==> src/exec_pkg.sv <==
// Shared constants, opcodes and carrier types of the skip/subtract/xor unit.
`default_nettype none
package exec_pkg;

    localparam int unsigned DATA_W = 8;
    localparam int unsigned ADDR_W = 8;
    localparam int unsigned PC_W   = 12;

    // Register offsets (byte addresses) of the APB register file.
    localparam logic [11:0] OFF_INSTR  = 12'h000;
    localparam logic [11:0] OFF_OPER   = 12'h004;
    localparam logic [11:0] OFF_WORK   = 12'h008;
    localparam logic [11:0] OFF_FLAGS  = 12'h00c;
    localparam logic [11:0] OFF_TPTR   = 12'h010;
    localparam logic [11:0] OFF_THIGH  = 12'h014;
    localparam logic [11:0] OFF_STATUS = 12'h018;
    localparam logic [11:0] OFF_RESULT = 12'h01c;

    // Field positions.
    localparam int unsigned FLG_C_POS  = 0;
    localparam int unsigned FLG_AC_POS = 1;
    localparam int unsigned FLG_Z_POS  = 2;
    localparam int unsigned FLG_OV_POS = 3;
    localparam int unsigned INS_OP_LSB = 0;
    localparam int unsigned INS_BIT_LSB = 8;
    localparam int unsigned INS_IMM_LSB = 16;

    // Reset values.
    localparam logic [7:0]  WORK_RST  = 8'h00;
    localparam logic [3:0]  FLAGS_RST = 4'h0;
    localparam logic [7:0]  TPTR_RST  = 8'h00;
    localparam logic [7:0]  THIGH_RST = 8'h00;

    // Timing counts in instruction cycles.
    localparam int unsigned SKIP_CYCLES = 2;

    typedef enum logic [4:0] {
        OP_NONE                 = 5'h00,
        OP_INCR_SKIP_IF_ZERO    = 5'h01,
        OP_INCR_TO_WORK_SKIP    = 5'h02,
        OP_SKIP_IF_BIT_SET      = 5'h03,
        OP_SUBTRACT             = 5'h04,
        OP_SUBTRACT_TO_MEMORY   = 5'h05,
        OP_SUBTRACT_IMMEDIATE   = 5'h06,
        OP_NIBBLE_EXCHANGE      = 5'h07,
        OP_NIBBLE_EXCHANGE_WORK = 5'h08,
        OP_SKIP_IF_NULL         = 5'h09,
        OP_MOVE_AND_SKIP_NULL   = 5'h0a,
        OP_SKIP_IF_BIT_CLEAR    = 5'h0b,
        OP_TABLE_READ_CURRENT   = 5'h0c,
        OP_TABLE_READ_LAST      = 5'h0d,
        OP_EXCLUSIVE_OR         = 5'h0e,
        OP_EXCLUSIVE_OR_TO_MEM  = 5'h0f,
        OP_EXCLUSIVE_OR_IMM     = 5'h10
    } op_e;

    typedef enum logic [2:0] {
        ST_IDLE  = 3'b001,
        ST_EXEC  = 3'b010,
        ST_DUMMY = 3'b100
    } state_e;

    typedef struct packed {
        logic       arith_excess_flag;
        logic       zero;
        logic       half_carry_flag;
        logic       carry;
    } flags_s;

    typedef struct packed {
        logic       wr;
        logic [7:0] addr;
        logic [7:0] data;
    } mem_wr_s;

    typedef struct packed {
        logic        prdy;
        logic [31:0] prdata;
        logic        pslverr;
    } apb_rsp_s;

endpackage : exec_pkg
`default_nettype wire

==> src/exec_unit.sv <==
// Execution unit for skip, subtract, nibble swap, table read and xor.
`timescale 1ns/1ps
`default_nettype none
module exec_unit
    import exec_pkg::*;
#(
    parameter int unsigned PAGE_BITS = 4
) (
    input  wire logic        pclk,          // Core clock, 20 MHz.
    input  wire logic        presetn,       // Asynchronous reset, active low.
    input  wire logic        psel,          // APB select.
    input  wire logic        penable,       // APB access phase.
    input  wire logic        pwrite,        // APB write.
    input  wire logic [11:0] paddr,         // APB byte address.
    input  wire logic [31:0] pwdata,        // APB write data.
    input  wire logic [3:0]  pstrb,         // APB byte strobes.
    output logic             pready,        // APB ready.
    output logic [31:0]      prdata,        // APB read data.
    output logic             pslverr,       // APB error on unmapped address.
    input  wire logic [7:0]  mem_rdata,     // Data memory byte at mem_addr.
    input  wire logic [15:0] prog_word,     // Program word at prog_addr.
    output logic [7:0]       mem_addr,      // Data memory address.
    output logic             mem_wr,        // Data memory write pulse.
    output logic [7:0]       mem_wdata,     // Data memory write data.
    output logic [11:0]      prog_addr      // Program memory address.
);

    localparam int unsigned PC_OFF_W = PC_W - PAGE_BITS;

    typedef struct packed {
        state_e      st;
        logic [4:0]  op;
        logic [2:0]  bsel;
        logic [7:0]  imm;
        logic [7:0]  oper;
        logic [7:0]  work;
        flags_s      flg;
        logic [7:0]  tptr;
        logic [7:0]  thigh;
        logic [PAGE_BITS-1:0] page;
        logic        busy;
        logic        skipped;
        logic [7:0]  result;
        mem_wr_s     mw;
        logic [11:0] paddr_o;
        apb_rsp_s    rsp;
    } state_s;

    state_s s_q;
    state_s s_d;

    logic        wr_acc;
    logic        rd_acc;
    logic        mapped;
    logic [8:0]  diff;
    logic [4:0]  hdiff;
    logic [7:0]  sub_b;
    logic [7:0]  res;
    logic        skip;
    logic [31:0] rdv;

    always_comb begin
        s_d       = s_q;
        diff      = 9'h000;
        hdiff     = 5'h00;
        sub_b     = 8'h00;
        res       = 8'h00;
        skip      = 1'b0;
        rdv       = 32'h0000_0000;
        wr_acc    = psel && penable && pwrite && !s_q.rsp.prdy;
        rd_acc    = psel && penable && !pwrite && !s_q.rsp.prdy;
        mapped    = (paddr[1:0] == 2'b00) && (paddr <= OFF_RESULT);
        s_d.mw.wr = 1'b0;

        // Access takes one wait state; pready pulses on the second cycle.
        s_d.rsp.prdy    = psel && penable && !s_q.rsp.prdy;
        s_d.rsp.pslverr = (wr_acc || rd_acc) && !mapped;
        case (paddr)
            OFF_INSTR:  rdv = {8'h00, s_q.imm, 5'h00, s_q.bsel, 3'h0, s_q.op};
            OFF_OPER:   rdv = {24'h000000, s_q.oper};
            OFF_WORK:   rdv = {24'h000000, s_q.work};
            OFF_FLAGS:  rdv = {28'h0000000, s_q.flg};
            OFF_TPTR:   rdv = {24'h000000, s_q.tptr};
            OFF_THIGH:  rdv = {24'h000000, s_q.thigh};
            OFF_STATUS: rdv = {29'h0, s_q.skipped, s_q.busy, 1'b0};
            OFF_RESULT: rdv = {24'h000000, s_q.result};
            default:    rdv = 32'h0000_0000;
        endcase
        s_d.rsp.prdata = rd_acc ? rdv : 32'h0000_0000;

        // Writes while an instruction runs are dropped except reading.
        if (wr_acc && mapped && !s_q.busy && pstrb[0]) begin
            case (paddr)
                OFF_INSTR: begin
                    s_d.op   = pwdata[INS_OP_LSB +: 5];
                    s_d.bsel = pwdata[INS_BIT_LSB +: 3];
                    s_d.imm  = pwdata[INS_IMM_LSB +: 8];
                    s_d.busy = 1'b1;
                    s_d.st   = ST_EXEC;
                    s_d.paddr_o = {s_q.page,
                                   s_q.tptr[PC_OFF_W-1:0]};
                end
                OFF_OPER:  s_d.oper  = pwdata[7:0];
                OFF_WORK:  s_d.work  = pwdata[7:0];
                OFF_FLAGS: s_d.flg   = pwdata[3:0];
                OFF_TPTR:  s_d.tptr  = pwdata[7:0];
                OFF_THIGH: s_d.page  = pwdata[PAGE_BITS-1:0];
                default:   s_d.oper  = s_q.oper;
            endcase
        end

        case (s_q.st)
            ST_IDLE: begin
                s_d.mw.addr = s_q.oper;
            end
            ST_EXEC: begin
                s_d.skipped = 1'b0;
                s_d.st      = ST_IDLE;
                s_d.busy    = 1'b0;
                sub_b = (s_q.op == OP_SUBTRACT_IMMEDIATE) ? s_q.imm : mem_rdata;
                diff  = {1'b0, s_q.work} - {1'b0, sub_b};
                hdiff = {1'b0, s_q.work[3:0]} - {1'b0, sub_b[3:0]};
                case (s_q.op)
                    OP_INCR_SKIP_IF_ZERO: begin
                        res  = mem_rdata + 8'h01;
                        s_d.mw = '{wr: 1'b1, addr: s_q.oper, data: res};
                        skip = (res == 8'h00);
                    end
                    OP_INCR_TO_WORK_SKIP: begin
                        res      = mem_rdata + 8'h01;
                        s_d.work = res;
                        skip     = (res == 8'h00);
                    end
                    OP_SKIP_IF_BIT_SET: skip = mem_rdata[s_q.bsel];
                    OP_SKIP_IF_BIT_CLEAR: skip = !mem_rdata[s_q.bsel];
                    OP_SKIP_IF_NULL: skip = (mem_rdata == 8'h00);
                    OP_MOVE_AND_SKIP_NULL: begin
                        res      = mem_rdata;
                        s_d.work = res;
                        skip     = (res == 8'h00);
                    end
                    OP_SUBTRACT, OP_SUBTRACT_TO_MEMORY,
                    OP_SUBTRACT_IMMEDIATE: begin
                        res = diff[7:0];
                        if (s_q.op == OP_SUBTRACT_TO_MEMORY) begin
                            s_d.mw = '{wr: 1'b1, addr: s_q.oper, data: res};
                        end else begin
                            s_d.work = res;
                        end
                        s_d.flg.carry = !diff[8];
                        s_d.flg.half_carry_flag = !hdiff[4];
                        s_d.flg.zero = (res == 8'h00);
                        s_d.flg.arith_excess_flag =
                            (s_q.work[7] != sub_b[7]) &&
                            (res[7] != s_q.work[7]);
                    end
                    OP_NIBBLE_EXCHANGE: begin
                        res = {mem_rdata[3:0], mem_rdata[7:4]};
                        s_d.mw = '{wr: 1'b1, addr: s_q.oper, data: res};
                    end
                    OP_NIBBLE_EXCHANGE_WORK: begin
                        res      = {mem_rdata[3:0], mem_rdata[7:4]};
                        s_d.work = res;
                    end
                    OP_TABLE_READ_CURRENT, OP_TABLE_READ_LAST: begin
                        res       = prog_word[7:0];
                        s_d.mw    = '{wr: 1'b1, addr: s_q.oper, data: res};
                        s_d.thigh = prog_word[15:8];
                    end
                    OP_EXCLUSIVE_OR, OP_EXCLUSIVE_OR_IMM: begin
                        res = s_q.work ^ ((s_q.op == OP_EXCLUSIVE_OR_IMM)
                                          ? s_q.imm : mem_rdata);
                        s_d.work     = res;
                        s_d.flg.zero = (res == 8'h00);
                    end
                    OP_EXCLUSIVE_OR_TO_MEM: begin
                        res = s_q.work ^ mem_rdata;
                        s_d.mw = '{wr: 1'b1, addr: s_q.oper, data: res};
                        s_d.flg.zero = (res == 8'h00);
                    end
                    default: res = 8'h00;
                endcase
                s_d.result = res;
                // Only skips take the extra cycle; flags elsewhere hold.
                if (skip) begin
                    s_d.st      = ST_DUMMY;
                    s_d.busy    = 1'b1;
                    s_d.skipped = 1'b1;
                end
            end
            ST_DUMMY: begin
                s_d.st   = ST_IDLE;
                s_d.busy = 1'b0;
            end
            default: s_d.st = ST_IDLE;
        endcase

        // Last-page read overrides the page bits; the pointer stays put.
        if (s_d.st == ST_EXEC && s_d.op == OP_TABLE_READ_LAST) begin
            s_d.paddr_o = {{PAGE_BITS{1'b1}},
                           s_q.tptr[PC_OFF_W-1:0]};
        end
    end

    always_ff @(posedge pclk or negedge presetn) begin
        if (!presetn) begin
            s_q <= '{st: ST_IDLE, op: 5'h00, bsel: 3'h0, imm: 8'h00,
                     oper: 8'h00, work: WORK_RST, flg: FLAGS_RST,
                     tptr: TPTR_RST, thigh: THIGH_RST, page: '0,
                     busy: 1'b0, skipped: 1'b0, result: 8'h00,
                     mw: '0, paddr_o: 12'h000, rsp: '0};
        end else begin
            s_q <= s_d;
        end
    end

    assign pready    = s_q.rsp.prdy;
    assign prdata    = s_q.rsp.prdata;
    assign pslverr   = s_q.rsp.pslverr;
    assign mem_addr  = s_q.mw.addr;
    assign mem_wr    = s_q.mw.wr;
    assign mem_wdata = s_q.mw.data;
    assign prog_addr = s_q.paddr_o;

endmodule : exec_unit
`default_nettype wire

==> config.mk <==
export PLATFORM = sky130hd
export DESIGN_NAME = exec_unit
export DESIGN_NICKNAME = d
export VERILOG_FILES = /design/src/exec_pkg.sv /design/src/exec_unit.sv
export SDC_FILE = /design/constraint.sdc
export NUM_CORES = 1
export LEC_CHECK = 0
export BUFFER_PORTS_ARGS = -buffer_cell sky130_fd_sc_hd__buf_4
export CAP_MARGIN = 20
export CORE_MARGIN = 2
export CORE_UTILIZATION = 55
export DETAILED_ROUTE_END_ITERATION = 6
export PLACE_DENSITY = 0.79
export SLEW_MARGIN = 20
export SYNTH_ARGS = -nofsm -noshare
export SYNTH_HDL_FRONTEND = slang
export SYNTH_SLANG_ARGS = --single-unit
==> constraint.sdc <==
create_clock -name pclk -period 7.1 [get_ports pclk]
set_input_delay 0.71 -clock pclk [delete_from_list [all_inputs] [get_ports pclk]]
set_output_delay 0.71 -clock pclk [all_outputs]
set_load 0.02 [all_outputs]
==> flow_metrics.tcl <==
set metrics [dict create \
    status "finished clean" \
    cp.required_ns 7.46 \
    crit_buf_inv 1 \
    io_pins 140 \
    fin_crit_sh_pct 65.4 \
    slew_headroom_pct 19.6 \
    synth_area_leaders "dfrtp_1, nand2_1, buf_4" \
    timing.final.ws_setup_ns 2.45 \
    synth_cells 818 \
    synth_commonest_cells "nand2_1, dfrtp_1, buf_4, clkbuf_1, nor2_1" \
    max_cap_violations 0 \
    cp_top_family "compound AO/OA/AOI/OAI gates" \
    die_y_um 121 \
    coreArea_um2 13200 \
    synth_cell_types 74 \
    total_leakage_power_nw 4.07 \
    end_kind "flip-flop" \
    antenna_left 0 \
    routed_wl_mm 22.8 \
    finalSetupViolCount 0 \
    fin_tns_setup_ns 0 \
    slowest_stage "o311ai_1" \
    htreeDepth 4 \
    yosysSeqAreaShare_pct 39.8 \
    post-dp-hpwl_mm 16.2 \
    wl_per_cell_um 21.7 \
    final.setup_skew_ns 0.00815 \
    initial_utilization_pct 56.5 \
    synth.most_common_cell "nand2_1" \
    pre_cts_ws_ns 2.63 \
    port_buffers 110 \
    drv_slew 0 \
    avgViaCountPerCell 6.17 \
    r2r-start "s_q[126]" \
    cp-start-kind "flip-flop" \
    rows 42 \
    antenna_cells 0 \
    die_w_um 121 \
    finalNetCount 949 \
    worst_slew_pin_slew_ns 1.20 \
    num_vias 6474 \
    grt_first_pass_wirelength_mm 35.1 \
    crit_path_max_incr_delay_ns 0.77 \
    nFillCells 1118 \
    min_period_ns 4.65 \
    post-cts-setup-buffers 0 \
    synth_edf_count 0 \
    first_pass_iters 6 \
    regArea_um2 2980 \
    clock_sinks 119 \
    drive_gt1_share_pct 22.3 \
    drtIter0Drc 697 \
    cts_tree "yes" \
    powerDensity_nw_per_um2 208 \
    antenna_found_initial 0 \
    cts_buffers 17 \
    cts_hold_buf 0 \
    grt_overflow 0 \
    crit_arrival_ns 5.00 \
    dieArea_um2 14500 \
    r2r_slack_ns 2.45 \
    crit_fanout 21 \
    synth_area_um2 7480 \
    timing.critical_path.cells "nand2b_1, nor3_1, nand2_1, mux2_2, inv_1, ha_1, nor2b_1, o31a_1, o311ai_1, a221oi_1, a21oi_1, a21o_1" \
    finalHoldViolCount 0 \
    power.total_mw 1.81 \
    gp_congestion 1.01 \
    cts_root_buf "clkbuf_16" \
    synthFlopType "dfrtp_1" \
    clk_pin_slew_ns 0.06 \
    multi_input_area_um2 3820 \
    ir_drop_mv 0.168 \
    rr_worst_depth 12 \
    synth_warnings 0 \
    cts-root-to-sink-buffers 2 \
    syn_to_final_growth_pct 16.2 \
    track_usage_pct 32.4 \
    yosys.area.top_type "dfrtp_1" \
    grt_pass1_vias 6187 \
    grt_max_degree 70 \
    ctsResizeCount 0 \
    clock_latency_ns 0.43 \
    async_reset_ff_share_pct 100 \
    rsz0062_at_grt "false" \
    synth.avg_cell_area_um2 9.14 \
    fmax_mhz 215 \
    timing.rr.end "s_q[68]" \
    synth-seq-cells 119 \
    drc_errors 0 \
    worstSetupPathType "reg2reg" \
    synth_top_area_share_pct 39.5 \
    worstHoldPathType "in2async" \
]
## placed cells by master, fill, tap and decap left out, types with 6 or more instances in the layout
master	count
a21oi_1	26
a221o_1	6
a221oi_1	9
a222oi_1	12
a22o_1	9
a22oi_1	9
a31oi_1	12
and2_1	17
and3_1	14
buf_4	120
bufinv_16	6
clkbuf_16	17
conb_1	13
dfrtp_1	118
ha_1	10
inv_1	17
mux2_2	30
mux2i_1	26
nand2_1	136
nand3_1	13
nand3b_1	6
nor2_1	33
nor2b_1	25
nor3_1	18
nor4_1	7
o211ai_1	9
o21ai_0	28
o22ai_1	13
or3_1	8
xnor2_1	10
xor2_1	7
## worst reg2reg max path, cell delays in order, from the launching register on
cell	delay, ns
dfrtp_1	0.72
nand2b_1	0.22
nor3_1	0.64
nand2_1	0.53
mux2_2	0.44
inv_1	0.07
ha_1	0.22
nor2b_1	0.15
o31a_1	0.28
o311ai_1	0.77
a221oi_1	0.23
a21oi_1	0.21
a21o_1	0.10
## sequential cells by signal, summed over array words and instances (netlist names)
signal and cells:
mem_addr 8, mem_wdata 8, mem_wr 1, prdata 19, pready 1, prog_addr 12, pslverr 1, s_q 69
## stage by stage
step | utilization (%) | cells | hold slack (ns) | area, um2
floorplan | - | 830 | 0.414 | 7520
global placement | 60.3 | 1017 | 0.461 | 7990
detailed placement | 60.4 | 1018 | 0.465 | 8000
CTS | 65.6 | 1049 | 0.322 | 8690
global route | 65.6 | 1049 | 0.351 | 8690
finish | 65.6 | 1049 | 0.292 | 8690
## area by class of cell
class	instances	share of cell area, %
well taps	176	2.53
clock buffers	20	5.37
inverters	17	0.735
multi-input cells	585	44.0
repair buffers	121	10.5
flip-flops and latches	119	34.3
clock inverters	11	2.53
## per-layer routing
layer	global-route usage, %	routed length (um)
met4	11.1	606
met2	49.7	10600
met5	0	0
met3	8.77	2270
met1	44.3	9330
## power breakdown
group | leakage (nW) | total [mW] | internal, mW | switching [mW]
registers | 1.57 | 0.684 | 0.682 | 0.00193
logic | 2.17 | 0.126 | 0.0481 | 0.0780
clock network | 0.325 | 0.996 | 0.684 | 0.311
total | 4.07 | 1.81 | 1.41 | 0.391
## worst max path at each step
stage	startpoint	end	cells after the start	slack, ns
after global placement	s_q[126]	s_q[68]	12	2.32
after global routing	s_q[126]	s_q[68]	12	2.25
after detailed placement	s_q[126]	s_q[68]	12	2.63
after CTS	s_q[126]	s_q[68]	12	2.55
final	s_q[126]	s_q[68]	12	2.45
after floorplan	s_q[128]	s_q[68]	13	3.65
## logic make-up (layout without fill, tap and decap cells)
| group | Yosys count | in the layout | share of synthesized area, % |
|---|---|---|---|
| multiplexers | 61 | 61 | 9.05 |
| XOR/XNOR | 17 | 17 | 1.99 |
| AND/OR/NAND/NOR | 308 | 308 | 20.6 |
| AO/OA/AOI/OAI | 175 | 175 | 16.9 |
| buffers and inverters | 126 | 169 | 9.66 |
| flip-flops | 119 | 119 | 39.8 |
| other | 1 | 13 | 0.0502 |
| adder cells (fa/ha/maj) | 11 | 11 | 1.94 |
No activity file was read; power rests on OpenSTA's default activity.
